[src/hdl/lvm_pkg.sv]
// Constants, register map and carrier types of the limit value monitor
package lvm_pkg;

	// ----------------------------------------------------------------
	// Sizes
	// ----------------------------------------------------------------
	localparam int          N_CO2       = 4;
	localparam int          N_HUM       = 2;
	localparam int          N_LIM       = N_CO2 + N_HUM;
	localparam int          VAL_W       = 16;
	localparam int          ADDR_W      = 8;

	// ----------------------------------------------------------------
	// Time base
	// ----------------------------------------------------------------
	localparam int          CLK_MHZ     = 100;
	localparam int          TICK_MS     = 100;
	localparam int          TICK_CYCLES = TICK_MS * CLK_MHZ * 1000;
	localparam int          BASE_S      = 10;
	localparam logic [15:0] BASE_TICKS  = 16'(BASE_S * 1000 / TICK_MS);
	localparam int          TICK_CNT_W  = 24;

	// ----------------------------------------------------------------
	// Register map (byte addresses)
	// ----------------------------------------------------------------
	localparam logic [7:0]  ADDR_CTRL   = 8'h00;
	localparam logic [7:0]  ADDR_STATUS = 8'h04;
	localparam logic [3:0]  LIM_BANK0   = 4'h1;
	localparam logic [3:0]  OFS_LEVEL   = 4'h0;
	localparam logic [3:0]  OFS_HYST    = 4'h4;
	localparam logic [3:0]  OFS_MODE    = 4'h8;
	localparam logic [3:0]  OFS_TIMING  = 4'hc;

	// Control register fields
	localparam int          CTRL_CO2_LSB = 0;
	localparam int          CTRL_HUM_LSB = 4;
	localparam int          CTRL_RELOAD  = 8;
	localparam logic [2:0]  CO2_CNT_RST  = 3'h4;
	localparam logic [1:0]  HUM_CNT_RST  = 2'h2;

	// Status register fields
	localparam int          STAT_DEL_LSB = 8;

	// Mode register fields
	localparam int          MODE_DIR     = 0;
	localparam int          MODE_SIL_LSB = 1;
	localparam int          MODE_SOC     = 3;
	localparam int          MODE_EXT_LSB = 4;

	// Timing register fields
	localparam int          TIM_ON_LSB   = 0;
	localparam int          TIM_OFF_LSB  = 8;
	localparam int          TIM_CYC_LSB  = 16;

	// Percentage scaling per sensor (reading units per percent)
	localparam logic [7:0]  PCT_MUL_CO2  = 8'h14;
	localparam logic [7:0]  PCT_MUL_HUM  = 8'h01;

	// ----------------------------------------------------------------
	// Enumerations
	// ----------------------------------------------------------------
	typedef enum logic [1:0] {
		SIL_NONE = 2'b00,
		SIL_ON   = 2'b01,
		SIL_OFF  = 2'b10,
		SIL_RSV  = 2'b11
	} lvm_sil_t;

	typedef enum logic [1:0] {
		EXT_NONE  = 2'b00,
		EXT_ABS   = 2'b01,
		EXT_PCT   = 2'b10,
		EXT_TEACH = 2'b11
	} lvm_ext_t;

	// ----------------------------------------------------------------
	// Carriers
	// ----------------------------------------------------------------
	typedef struct packed {
		logic [15:0] level;
		logic [15:0] hyst;
		logic        dir_over;
		lvm_sil_t    silent;
		logic        soc;
		lvm_ext_t    ext_sel;
		logic [7:0]  on_dly;
		logic [7:0]  off_dly;
		logic [7:0]  cyc;
	} lvm_cfg_t;

	typedef struct packed {
		logic        valid;
		logic [2:0]  idx;
		lvm_ext_t    kind;
		logic [15:0] data;
	} lvm_obj_t;

	typedef struct packed {
		logic        valid;
		logic [15:0] value;
	} lvm_meas_t;

	localparam logic [15:0] LEVEL_RST [N_LIM] = '{16'h0190, 16'h0320, 16'h04b0,
	                                              16'h0640, 16'h0032, 16'h0046};
	localparam logic [15:0] HYST_RST    = 16'h0032;

endpackage

[src/hdl/lvm_limit_value_monitor.sv]
// Limit value monitor: six hysteresis limits with delays, change and cyclic telegrams
//
// Decided for this implementation: the address-and-strobe port and the register offsets.
`timescale 1ns/1ns

// What this block does
// - Set/clear limit state with hysteresis per direction
// - Silent state suppresses cyclic sending until opposite
// - Cyclic period is factor times ten seconds
// - Leaving silent state resends only with send on change set; cycling resumes
// - External limit as absolute or percentage object
// - Teach one copies latest reading; zeros ignored
// - External or taught limit overrides configured one
// - Configuration reload drops external limit values
// - Four carbon dioxide and two humidity limits
// - Rising uses on delay, falling uses off
// - Zero delay makes delayed state follow immediately
// - Delay timer expiry updates state; sent only with send on change set and the new state not silent
// - Reverting before expiry stops timer, no telegram
// - Send on change sends every delayed transition into a non-silent state
// - Recurring event after silent opposite sends again only with send on change set
// - Change telegrams leave the cyclic period alone
// - Silent state never sent, neither change nor cyclic
// - Cycle factor zero disables periodic sending
module lvm_limit_value_monitor #(
	parameter int TICK_CYCLES = lvm_pkg::TICK_CYCLES
) (
	// Clock and reset
	input  wire  logic                         core_clk,
	input  wire  logic                         sys_rst,
	// Register port
	input  wire  logic [lvm_pkg::ADDR_W-1:0]   reg_addr,
	input  wire  logic [31:0]                  reg_wdata,
	input  wire  logic                         reg_wr,
	input  wire  logic                         reg_rd,
	output logic       [31:0]                  reg_rdata,
	// Measured values
	input  wire  lvm_pkg::lvm_meas_t           co2_meas,
	input  wire  lvm_pkg::lvm_meas_t           hum_meas,
	// External limit objects from the bus
	input  wire  lvm_pkg::lvm_obj_t            ext_obj,
	// Limit objects towards the bus
	output logic [lvm_pkg::N_LIM-1:0]          tel_send,
	output logic [lvm_pkg::N_LIM-1:0]          limit_level
);

	// ----------------------------------------------------------------
	// Control registers and bus decode
	// ----------------------------------------------------------------
	logic [2:0]  co2_cnt_q;
	logic [1:0]  hum_cnt_q;
	logic        reinit_q;
	logic [31:0] rdata_q;
	logic [31:0] rdata_d;
	logic [15:0] co2_val_q;
	logic [15:0] hum_val_q;

	wire         ctrl_wr   = reg_wr && (reg_addr == lvm_pkg::ADDR_CTRL);
	wire  [3:0]  bank      = reg_addr[7:4];
	wire  [3:0]  bank_ofs  = reg_addr[3:0];
	wire  [3:0]  lim_sel   = bank - lvm_pkg::LIM_BANK0;
	wire         lim_hit   = (bank >= lvm_pkg::LIM_BANK0) &&
	                         (lim_sel < 4'(lvm_pkg::N_LIM));

	// Reload pulse acts as reinitialisation of every limit and the tick
	always_ff @(posedge core_clk) begin
		if (sys_rst) begin
			co2_cnt_q <= lvm_pkg::CO2_CNT_RST;
			hum_cnt_q <= lvm_pkg::HUM_CNT_RST;
			reinit_q  <= 1'b1;
		end else begin
			reinit_q <= ctrl_wr && reg_wdata[lvm_pkg::CTRL_RELOAD];
			if (ctrl_wr) begin
				co2_cnt_q <= reg_wdata[lvm_pkg::CTRL_CO2_LSB +: 3];
				hum_cnt_q <= reg_wdata[lvm_pkg::CTRL_HUM_LSB +: 2];
			end
		end
	end

	// Latest readings, also the source of taught limits
	always_ff @(posedge core_clk) begin
		if (sys_rst) begin
			co2_val_q <= 16'h0000;
			hum_val_q <= 16'h0000;
		end else begin
			if (co2_meas.valid)
				co2_val_q <= co2_meas.value;
			if (hum_meas.valid)
				hum_val_q <= hum_meas.value;
		end
	end

	// ----------------------------------------------------------------
	// Common time base
	// ----------------------------------------------------------------
	localparam logic [lvm_pkg::TICK_CNT_W-1:0] TICK_LAST =
		lvm_pkg::TICK_CNT_W'(TICK_CYCLES - 1);

	logic [lvm_pkg::TICK_CNT_W-1:0] tick_cnt_q;
	wire                            tick = (tick_cnt_q == TICK_LAST);

	// Restarts on reload so every timer begins from a whole tick
	always_ff @(posedge core_clk) begin
		if (sys_rst || reinit_q || tick)
			tick_cnt_q <= '0;
		else
			tick_cnt_q <= tick_cnt_q + 1'b1;
	end

	// ----------------------------------------------------------------
	// Per-limit channels
	// ----------------------------------------------------------------
	logic [31:0] lim_rd [lvm_pkg::N_LIM];
	logic [lvm_pkg::N_LIM-1:0] int_st;

	genvar gi;
	generate
		for (gi = 0; gi < lvm_pkg::N_LIM; gi++) begin : g_lim
			localparam bit IS_CO2 = (gi < lvm_pkg::N_CO2);

			lvm_pkg::lvm_cfg_t cfg_q;
			logic [15:0]       ext_lvl_q;
			logic              ext_act_q;
			logic              int_q;
			logic              del_q;
			logic              run_q;
			logic [7:0]        dly_q;
			logic [15:0]       cyc_q;
			logic              send_q;

			// Enable by configured count of active limits
			wire enabled = IS_CO2 ? (3'(gi) < co2_cnt_q)
			                      : (2'(gi - lvm_pkg::N_CO2) < hum_cnt_q);

			// Register writes for this limit
			wire sel    = lim_hit && (lim_sel == 4'(gi));
			wire wr_lvl = reg_wr && sel && (bank_ofs == lvm_pkg::OFS_LEVEL);
			wire wr_hys = reg_wr && sel && (bank_ofs == lvm_pkg::OFS_HYST);
			wire wr_mod = reg_wr && sel && (bank_ofs == lvm_pkg::OFS_MODE);
			wire wr_tim = reg_wr && sel && (bank_ofs == lvm_pkg::OFS_TIMING);

			// External objects addressed to this limit
			wire        obj_hit  = ext_obj.valid && (ext_obj.idx == 3'(gi)) &&
			                       (ext_obj.kind == cfg_q.ext_sel);
			wire [15:0] meas     = IS_CO2 ? co2_val_q : hum_val_q;
			wire [7:0]  pct_mul  = IS_CO2 ? lvm_pkg::PCT_MUL_CO2 : lvm_pkg::PCT_MUL_HUM;
			// Widen before the product so percentages above a byte of units survive
			wire [15:0] pct_lvl  = 16'(ext_obj.data[7:0]) * 16'(pct_mul);
			wire        take_abs = obj_hit && (cfg_q.ext_sel == lvm_pkg::EXT_ABS);
			wire        take_pct = obj_hit && (cfg_q.ext_sel == lvm_pkg::EXT_PCT);
			wire        take_tch = obj_hit && (cfg_q.ext_sel == lvm_pkg::EXT_TEACH) &&
			                       ext_obj.data[0];
			wire [15:0] new_ext  = take_abs ? ext_obj.data :
			                       take_pct ? pct_lvl : meas;

			// Threshold and hysteresis comparison
			wire [15:0] lvl      = ext_act_q ? ext_lvl_q : cfg_q.level;
			wire [16:0] hi_band  = {1'b0, lvl} + {1'b0, cfg_q.hyst};
			wire [15:0] lo_band  = (cfg_q.hyst > lvl) ? 16'h0000 : lvl - cfg_q.hyst;
			wire        set_c    = cfg_q.dir_over ? (meas > lvl) : (meas < lvl);
			wire        clr_c    = cfg_q.dir_over ? (meas < lo_band)
			                                      : ({1'b0, meas} > hi_band);
			wire        int_d    = set_c ? 1'b1 : (clr_c ? 1'b0 : int_q);

			// Delay selection by direction of the pending change
			wire [7:0]  dly_cfg  = int_q ? cfg_q.on_dly : cfg_q.off_dly;
			wire        pend     = (int_q != del_q);
			wire        expire   = run_q && tick && (dly_q == 8'h01);
			wire        upd      = pend && ((dly_cfg == 8'h00) || expire);

			// Silent state handling
			wire        sil_on   = (cfg_q.silent == lvm_pkg::SIL_ON);
			wire        sil_off  = (cfg_q.silent == lvm_pkg::SIL_OFF);
			wire        new_sil  = int_q ? sil_on : sil_off;
			wire        cur_sil  = del_q ? sil_on : sil_off;
			wire        was_sup  = del_q ? sil_off : sil_on;

			// Cyclic period in ticks; factor zero disables
			wire [15:0] period   = 16'(cfg_q.cyc * lvm_pkg::BASE_TICKS);
			wire        cyc_on   = (cfg_q.cyc != 8'h00);
			wire        cyc_hit  = cyc_on && tick && (cyc_q <= 16'h0001);
			wire        chg_send = upd && !new_sil && (cfg_q.soc || was_sup);
			wire        cyc_send = cyc_hit && !cur_sil && !upd;

			// Configuration store
			always_ff @(posedge core_clk) begin
				if (sys_rst) begin
					cfg_q          <= '0;
					cfg_q.level    <= lvm_pkg::LEVEL_RST[gi];
					cfg_q.hyst     <= lvm_pkg::HYST_RST;
					cfg_q.soc      <= 1'b1;
				end else begin
					if (wr_lvl)
						cfg_q.level <= reg_wdata[15:0];
					if (wr_hys)
						cfg_q.hyst <= reg_wdata[15:0];
					if (wr_mod) begin
						cfg_q.dir_over <= reg_wdata[lvm_pkg::MODE_DIR];
						cfg_q.silent   <= lvm_pkg::lvm_sil_t'(reg_wdata[lvm_pkg::MODE_SIL_LSB +: 2]);
						cfg_q.soc      <= reg_wdata[lvm_pkg::MODE_SOC];
						cfg_q.ext_sel  <= lvm_pkg::lvm_ext_t'(reg_wdata[lvm_pkg::MODE_EXT_LSB +: 2]);
					end
					if (wr_tim) begin
						cfg_q.on_dly  <= reg_wdata[lvm_pkg::TIM_ON_LSB +: 8];
						cfg_q.off_dly <= reg_wdata[lvm_pkg::TIM_OFF_LSB +: 8];
						cfg_q.cyc     <= reg_wdata[lvm_pkg::TIM_CYC_LSB +: 8];
					end
				end
			end

			// External override; a reload brings the configured level back
			always_ff @(posedge core_clk) begin
				if (sys_rst || reinit_q) begin
					ext_act_q <= 1'b0;
					ext_lvl_q <= 16'h0000;
				end else if (take_abs || take_pct || take_tch) begin
					ext_act_q <= 1'b1;
					ext_lvl_q <= new_ext;
				end
			end

			// Internal and delayed states with the delay timer
			always_ff @(posedge core_clk) begin
				if (sys_rst || reinit_q || !enabled) begin
					int_q <= 1'b0;
					del_q <= 1'b0;
					run_q <= 1'b0;
					dly_q <= 8'h00;
				end else begin
					int_q <= int_d;
					if (!pend) begin
						run_q <= 1'b0;
					end else if (upd) begin
						del_q <= int_q;
						run_q <= 1'b0;
					end else if (!run_q) begin
						run_q <= 1'b1;
						dly_q <= dly_cfg;
					end else if (tick) begin
						dly_q <= dly_q - 8'h01;
					end
				end
			end

			// Cycle timer runs freely; change telegrams do not touch it
			always_ff @(posedge core_clk) begin
				if (sys_rst || reinit_q || !enabled || !cyc_on)
					cyc_q <= period;
				else if (cyc_hit)
					cyc_q <= period;
				else if (tick)
					cyc_q <= cyc_q - 16'h0001;
			end

			// Telegram strobe, one cycle per send
			always_ff @(posedge core_clk) begin
				if (sys_rst || reinit_q || !enabled)
					send_q <= 1'b0;
				else
					send_q <= chg_send || cyc_send;
			end

			assign tel_send[gi]    = send_q;
			assign limit_level[gi] = del_q;
			assign int_st[gi]      = int_q;

			// Read-back word selected by offset
			assign lim_rd[gi] =
				(bank_ofs == lvm_pkg::OFS_LEVEL)  ? {16'h0000, lvl} :
				(bank_ofs == lvm_pkg::OFS_HYST)   ? {16'h0000, cfg_q.hyst} :
				(bank_ofs == lvm_pkg::OFS_MODE)   ? {26'h0, cfg_q.ext_sel, cfg_q.soc,
				                                     cfg_q.silent, cfg_q.dir_over} :
				(bank_ofs == lvm_pkg::OFS_TIMING) ? {8'h00, cfg_q.cyc, cfg_q.off_dly,
				                                     cfg_q.on_dly} :
				32'h0000_0000;
		end
	endgenerate

	// ----------------------------------------------------------------
	// Read data, valid in the cycle after the strobe
	// ----------------------------------------------------------------
	wire [31:0] ctrl_rd = {23'h0, 1'b0, 2'b00, hum_cnt_q, 1'b0, co2_cnt_q};
	wire [31:0] stat_rd = {16'h0, 2'b00, limit_level, 2'b00, int_st};

	// Unmapped addresses answer zero
	assign rdata_d = !reg_rd                          ? 32'h0000_0000 :
	                 (reg_addr == lvm_pkg::ADDR_CTRL)   ? ctrl_rd :
	                 (reg_addr == lvm_pkg::ADDR_STATUS) ? stat_rd :
	                 (lim_hit && (bank_ofs[1:0] == 2'b00)) ? lim_rd[lim_sel[2:0]] :
	                 32'h0000_0000;

	always_ff @(posedge core_clk) begin
		if (sys_rst)
			rdata_q <= 32'h0000_0000;
		else
			rdata_q <= rdata_d;
	end

	assign reg_rdata = rdata_q;

endmodule

[config.mk]
export PLATFORM = sky130hd
export DESIGN_NAME = lvm_limit_value_monitor
export DESIGN_NICKNAME = d
export VERILOG_FILES = /design/src/hdl/lvm_pkg.sv /design/src/hdl/lvm_limit_value_monitor.sv
export SDC_FILE = /design/constraint.sdc
export NUM_CORES = 2
export LEC_CHECK = 0
export BUFFER_PORTS_ARGS = -buffer_cell sky130_fd_sc_hd__buf_2
export CAP_MARGIN = 0
export CORE_MARGIN = 2
export CORE_UTILIZATION = 38
export DETAILED_ROUTE_END_ITERATION = 10
export RECOVER_POWER = 50
export SETUP_SLACK_MARGIN = 0.1
export SYNTH_ARGS = -nofsm -noshare
export SYNTH_HDL_FRONTEND = slang
export SYNTH_SLANG_ARGS = --single-unit
[constraint.sdc]
create_clock -name core_clk -period 6.31 [get_ports core_clk]
set_input_delay 0 -clock core_clk [delete_from_list [all_inputs] [get_ports core_clk]]
set_output_delay 0 -clock core_clk [all_outputs]
set_load 0.01 [all_outputs]
# Yosys cells after proc, flatten, opt, wreduce, memory -nomap -nowiden

Cells that the tools add are included.

Flip-flop bits (word level): 736
Bits of input ports: 100
Output and inout bits: 44
Word-level logic and storage cells: 677

Add/sub/neg operators: 26
Multipliers: 7
Magnitude comparators: 45
Eq/ne operators: 69
Mux-type cells: 138
Bitwise gates (word level): 15
Reduce and logical (&&, ||, !) cells: 260

Operators by type and width:

| cell                    | number |
|---|---|
| $mux W24                | 24 |
| $mux W16                | 24 |
| $mux W15                | 18 |
| $gt A16 B16 Y1          | 12 |
| $lt A16 B16 Y1          | 12 |
| $mux W8                 | 18 |
| $logic_and A1 B1 Y1     | 130 |
| $add A16 B16 Y17        | 6 |
| $gt A16 B17 Y1          | 6 |
| $bmux W32 S3            | 1 |
| $le A16 B1 Y1 const B   | 6 |
| $sub A16 B1 Y16 const B | 6 |
| $sub A16 B16 Y16        | 6 |
| $mul A8 B5 Y13 const B  | 6 |
| $mux W32                | 2 |
| $logic_not A8 Y1        | 7 |
| $eq A8 B1 Y1 const B    | 6 |
| $mux W1                 | 48 |
| $reduce_bool A8 Y1      | 6 |
| $sub A8 B1 Y8 const B   | 6 |
| $logic_or A1 B1 Y1      | 44 |
| $eq A2 B2 Y1 const B    | 18 |
| $logic_not A1 Y1        | 30 |
| $mux W14                | 2 |
| other kinds (35)        | 116 |

# Logic depth before layout (Yosys ltp)

Depth in word-level cells: 11
Gate-level depth with buffers: 24
Gate-level depth less buffers: 21

# Worst setup path before layout

OpenSTA, ideal clock, no wires.

Kind: register to register
From: reg g_lim[4].ext_act_q
To: reg g_lim[4].int_q
Library setup time: 0.135 ns
Arrival: 4.758 ns
Data required time: 6.175 ns
Path slack: 1.417 ns
Stages on the path, launching flop included: 22
Path buffers: 4
Clock period less this slack: 4.893 ns
Cell sequence: dfxtp_1 clkbuf_1 clkbuf_1 mux2_2 ha_1 clkbuf_1 nand3_1 o21ai_0 nand2_1 o311a_1 nor2_1 clkbuf_1 nand2_1 ha_1 a21o_1 a21o_1 a211oi_1 nor3_1 a2111oi_0 o31ai_1 o311ai_0 o22ai_1

Longest elaborated chain between the ends: 6
Elaborated cells between the ends (all ways): 13
Those cells by class: add/sub: 2; order compare: 5; mux: 5; reduce/logical: 1

Ends and longest elaborated chain:

| item                                                      | line                           | text |
|---|---|---|
| start, declared                                           | lvm_limit_value_monitor.sv:123 | `logic ext_act_q;` |
| start signal, assigned                                    | lvm_limit_value_monitor.sv:214 | `ext_act_q <= 1'b0;` |
| start signal, assigned                                    | lvm_limit_value_monitor.sv:217 | `ext_act_q <= 1'b1;` |
| $mux W16 (*)                                              | lvm_limit_value_monitor.sv:157 | `wire [15:0] lvl = ext_act_q ? ext_lvl_q : cfg_q.level;` |
| $sub A16 B16 Y16 / $gt A16 B16 Y1 (equally long branches) | lvm_limit_value_monitor.sv:159 | `wire [15:0] lo_band = (cfg_q.hyst > lvl) ? 16'h0000 : lvl - cfg_q.hyst;` |
| $mux W16                                                  | lvm_limit_value_monitor.sv:159 |  |
| $lt A16 B16 Y1                                            | lvm_limit_value_monitor.sv:161 | `wire clr_c = cfg_q.dir_over ? (meas < lo_band)` |
| $mux W1                                                   | lvm_limit_value_monitor.sv:161 |  |
| $reduce_bool A2 Y1 (no source line)                       | n/a                            |  |
| end signal, assigned                                      | lvm_limit_value_monitor.sv:230 | `int_q <= int_d;` |
| end, declared                                             | lvm_limit_value_monitor.sv:124 | `logic int_q;` |

Every way passes the cells marked *; elsewhere a longest branch is shown, timed or not.
A chain may end at the register's enable or synchronous reset.

# Worst setup path after layout

From: in sys_rst
To: reg co2_val_q[3]

RTL lines:

| item                 | line                          | text |
|---|---|---|
| start, declared      | lvm_limit_value_monitor.sv:30 | `input wire logic sys_rst,` |
| end signal, assigned | lvm_limit_value_monitor.sv:87 | `co2_val_q <= co2_meas.value;` |
| end, declared        | lvm_limit_value_monitor.sv:55 | `logic [15:0] co2_val_q;` |

No word-level cell between the ends.

==> impl_results.md <==
* Worst R2R Setup Slack at 0.83 ns
* Layout cells sized above 1 at 7.11%
* CTS Buf Count at 86
* Post-Syn Area at 0.0578 mm2
* CTS Root Buffer Type: clkbuf_16
* Outcome: finished with violations
* Hold Startpoint: ext_obj[20]
* Data required time at the worst endpoint at 6.71 ns
* Power Dens Cells at 179 mW/mm2
* Clock Skew at 0.0412 ns
* Hold path endpoint: g_lim[0].ext_lvl_q[0]$_SDFFE_PP0P_
* DR pass1 iterations at 7
* Detailed router's first-iteration violation count at 6467
* Largest net degree at the start of global routing at 191
* H-Tree Depth at 3
* Clock tree from TritonCTS: done
* IO Pins at 144
* Max-Cap Viols at 6
* Final period util at 92.5%
* Routed WL per cell at 23.7 um
* Relative slew slack at -187%
* Cells after Synth at 7395
* Hold Path Stages at 7
* Number of remaining DRC errors at 0
* Setup-failing EPs final at 0
* Ys async rst share at 0%
* #FFs+latches synth at 728
* Worst setup EP type: flop
* Slew Limit Fails at 525
* Tmin final at 5.84 ns
* CORE AREA at 0.152 mm2
* P&R area growth vs syn at 10.6%
* Clk buf depth at 3
* Post-synth EDFFs at 78
* Number of global-route vias before repair at 51500
* CP Class: input port to flop
* Gr ovfl total at 0
* Ranking of synthesized cells by area: dfxtp_1, ha_1, nand2_1
* CP max FO at 190
* Min-delay worst type: input port to flop
* Total track usage at 27.8%
* Final wirelength at 224000 um
* Later-pin clock latency in the skew report at 0.72 ns
* Most used DFF post-synth: dfxtp_1
* Crit start category: input port
* Share of the synthesized area in the top cell type at 22.5%
* Syn_area_per_cell at 7.82 um2
* Nets at 8236
* Fill count at 15400
* Rows at 143
* R2R Path Start: g_lim[4].ext_act_q$_SDFFE_PP0P_
* Die area at 0.155 mm2
* Critical path arrival at 6.23 ns
* Initial Util at 38.1%
* Port Buf Inserts at 127
* Worst-Margin Slew at 4.30 ns
* Most instantiated cells after synthesis: nand2_1, a21oi_1, ha_1
* Critical Path Slowest Stage Cell: clkbuf_2
* First-pass GRT wire length at 330000 um
* Clock sink count at 728
* Clock transition at path regs at 0.06 ns
* Initial antenna violation count at 18
* HPWL after DPL at 159000 um
* Syn. warnings at 0
* Routed Antenna Nets at 0
* Via count at 55700
* Peak supply drop at 0.000176 V
* Drt via density at 5.89
* Most common cell in the netlist: nand2_1
* Worst Reg-to-Reg Cells at 19
* Synth unique cells at 98
* RSZ-0062 raised after global routing: no
* Post-layout util at 42.2%
* Gpl congestion at 0.991
* R2r endpoint: g_lim[4].int_q$_SDFFE_PP0P_
* Critical-path cell list: dlygate4sd3_1, buf_2, clkbuf_2, nor2_1
* Setup TNS at 0 ns
* Sequential area share after synthesis at 26.6%
* Leak pwr at 26.7 nW
* CP peak stage delay at 3.11 ns
* Failing checks: capacitance limit, slew limit
* Die Wd at 394 um
* Postcts setup bufs at 0
* Largest area contributor in the netlist: dfxtp_1
* Die Ht at 394 um
* Max Freq at 171 MHz
* Hold Fails Final Rpt at 0
## worst max-delay path by stage
stage,start,to,cells after the start
floorplan,g_lim[4].ext_act_q$_SDFFE_PP0P_,g_lim[4].int_q$_SDFFE_PP0P_,21
global placement,g_lim[4].ext_act_q$_SDFFE_PP0P_,g_lim[4].int_q$_SDFFE_PP0P_,19
detailed placement,g_lim[4].ext_act_q$_SDFFE_PP0P_,g_lim[4].int_q$_SDFFE_PP0P_,19
CTS,g_lim[4].ext_act_q$_SDFFE_PP0P_,g_lim[4].int_q$_SDFFE_PP0P_,19
global route,sys_rst,g_lim[0].cfg_q[24]$_SDFFE_PP0P_,4
finish,sys_rst,co2_val_q[3]$_SDFFE_PP0P_,4
## sequential cells by signal, indices dropped and copies added (netlist names)
register / flops
g_lim.cyc_q: 96
tick_cnt_q: 24
reg_rdata: 24
g_lim.int_q: 6
g_lim.dly_q: 48
g_lim.ext_lvl_q: 96
g_lim.cfg_q: 372
co2_cnt_q: 3
co2_val_q: 16
hum_cnt_q: 2
g_lim.del_q: 6
g_lim.ext_act_q: 6
g_lim.meas: 16
g_lim.send_q: 6
g_lim.run_q: 6
reinit_q: 1
## area by class of cell
type	count	area (um2)	area share [%]
multi-input combinational	5758	38900	60.8
tap	2030	2540	3.97
antenna	5	12.5	0.0196
inverter	454	1700	2.67
clock inverter	39	547	0.855
timing repair buffer	340	2430	3.80
sequential	728	15400	24.0
clock buffer	112	2450	3.84
## report_power, final
group          internal, W  switching, W  total, W
Combinational     0.000406      0.000851   0.00126
Clock              0.00324       0.00222   0.00546
Sequential         0.00469     0.0000681   0.00476
## what timing repair did
action / in CTS / in global routing
resized for setup: 0 / 0
hold buffers: 113 / 0
hold endpoints to repair: 332 / 0
## cells in the final DEF (no fill, tap or decap), types with 33 or more instances in the layout
master and n:
nand2_1 1089, a21oi_1 772, ha_1 737, dfxtp_1 650, nor2_1 599, inv_1 454, o21ai_0 308, xnor2_1 209
mux2i_1 177, nand3_1 159, mux2_2 129, nor3_1 127, dlygate4sd3_1 113, xor2_1 104, a211oi_1 102, a221oi_1 102
clkbuf_16 90, buf_4 90, o22ai_1 88, buf_2 87, a21o_1 84, nand4_1 82, edfxtp_1 78, nor2b_1 74
nand2b_1 71, o31ai_1 66, or3_1 62, clkbuf_1 58, and3_1 47, nand3b_1 47, nor4_1 43, o21bai_1 34
a211o_1 33
## cell families (layout without fill, tap and decap cells)
group / after synthesis / in the layout / share of synthesized area (%)
AO/OA/AOI/OAI: 1849 / 1849 / 19.9
XOR/XNOR: 313 / 313 / 4.74
adder cells (fa/ha/maj): 768 / 768 / 17.0
buffers and inverters: 916 / 945 / 6.33
flip-flops: 728 / 728 / 26.6
multiplexers: 316 / 316 / 5.97
other: 1 / 13 / 0.00649
AND/OR/NAND/NOR: 2504 / 2504 / 19.5
## per-layer routing
| metal | vias up | part of all wire (%) | global-route usage [%] |
|---|---|---|---|
| li1 | 26000 | - | - |
| met1 | 26500 | 43 | 38.7 |
| met2 | 2671 | 42 | 41.6 |
| met3 | 519 | 10 | 6.05 |
| met4 | 16 | 4.5 | 10.9 |
| met5 | - | 0.041 | 0 |
## metrics by stage
| stage | std cells | area [um2] | power (W) | hold WS [ns] | setup WS, ns |
|---|---|---|---|---|---|
| 2_1_floorplan | 7402 | 57800 | 0.00551 | 0.118 | 1.42 |
| 3_3_place_gp | 9197 | 59900 | 0.00598 | 0.235 | 0.979 |
| 3_5_place_dp | 9197 | 59900 | 0.00600 | 0.242 | 1.02 |
| 4_1_cts | 9461 | 64100 | 0.0115 | 0.0146 | 0.978 |
| 5_1_grt | 9461 | 63900 | 0.0118 | 0.0775 | 0.274 |
| 6_report | 9466 | 63900 | 0.0115 | 0.0663 | 0.473 |
## worst max-delay path, delay by kind of cell
family	cells	cell delay [ns]
buffers and inverters	3	5.61
and+or+nand+nor	1	0.19
(Power assumes the default switching activity.)
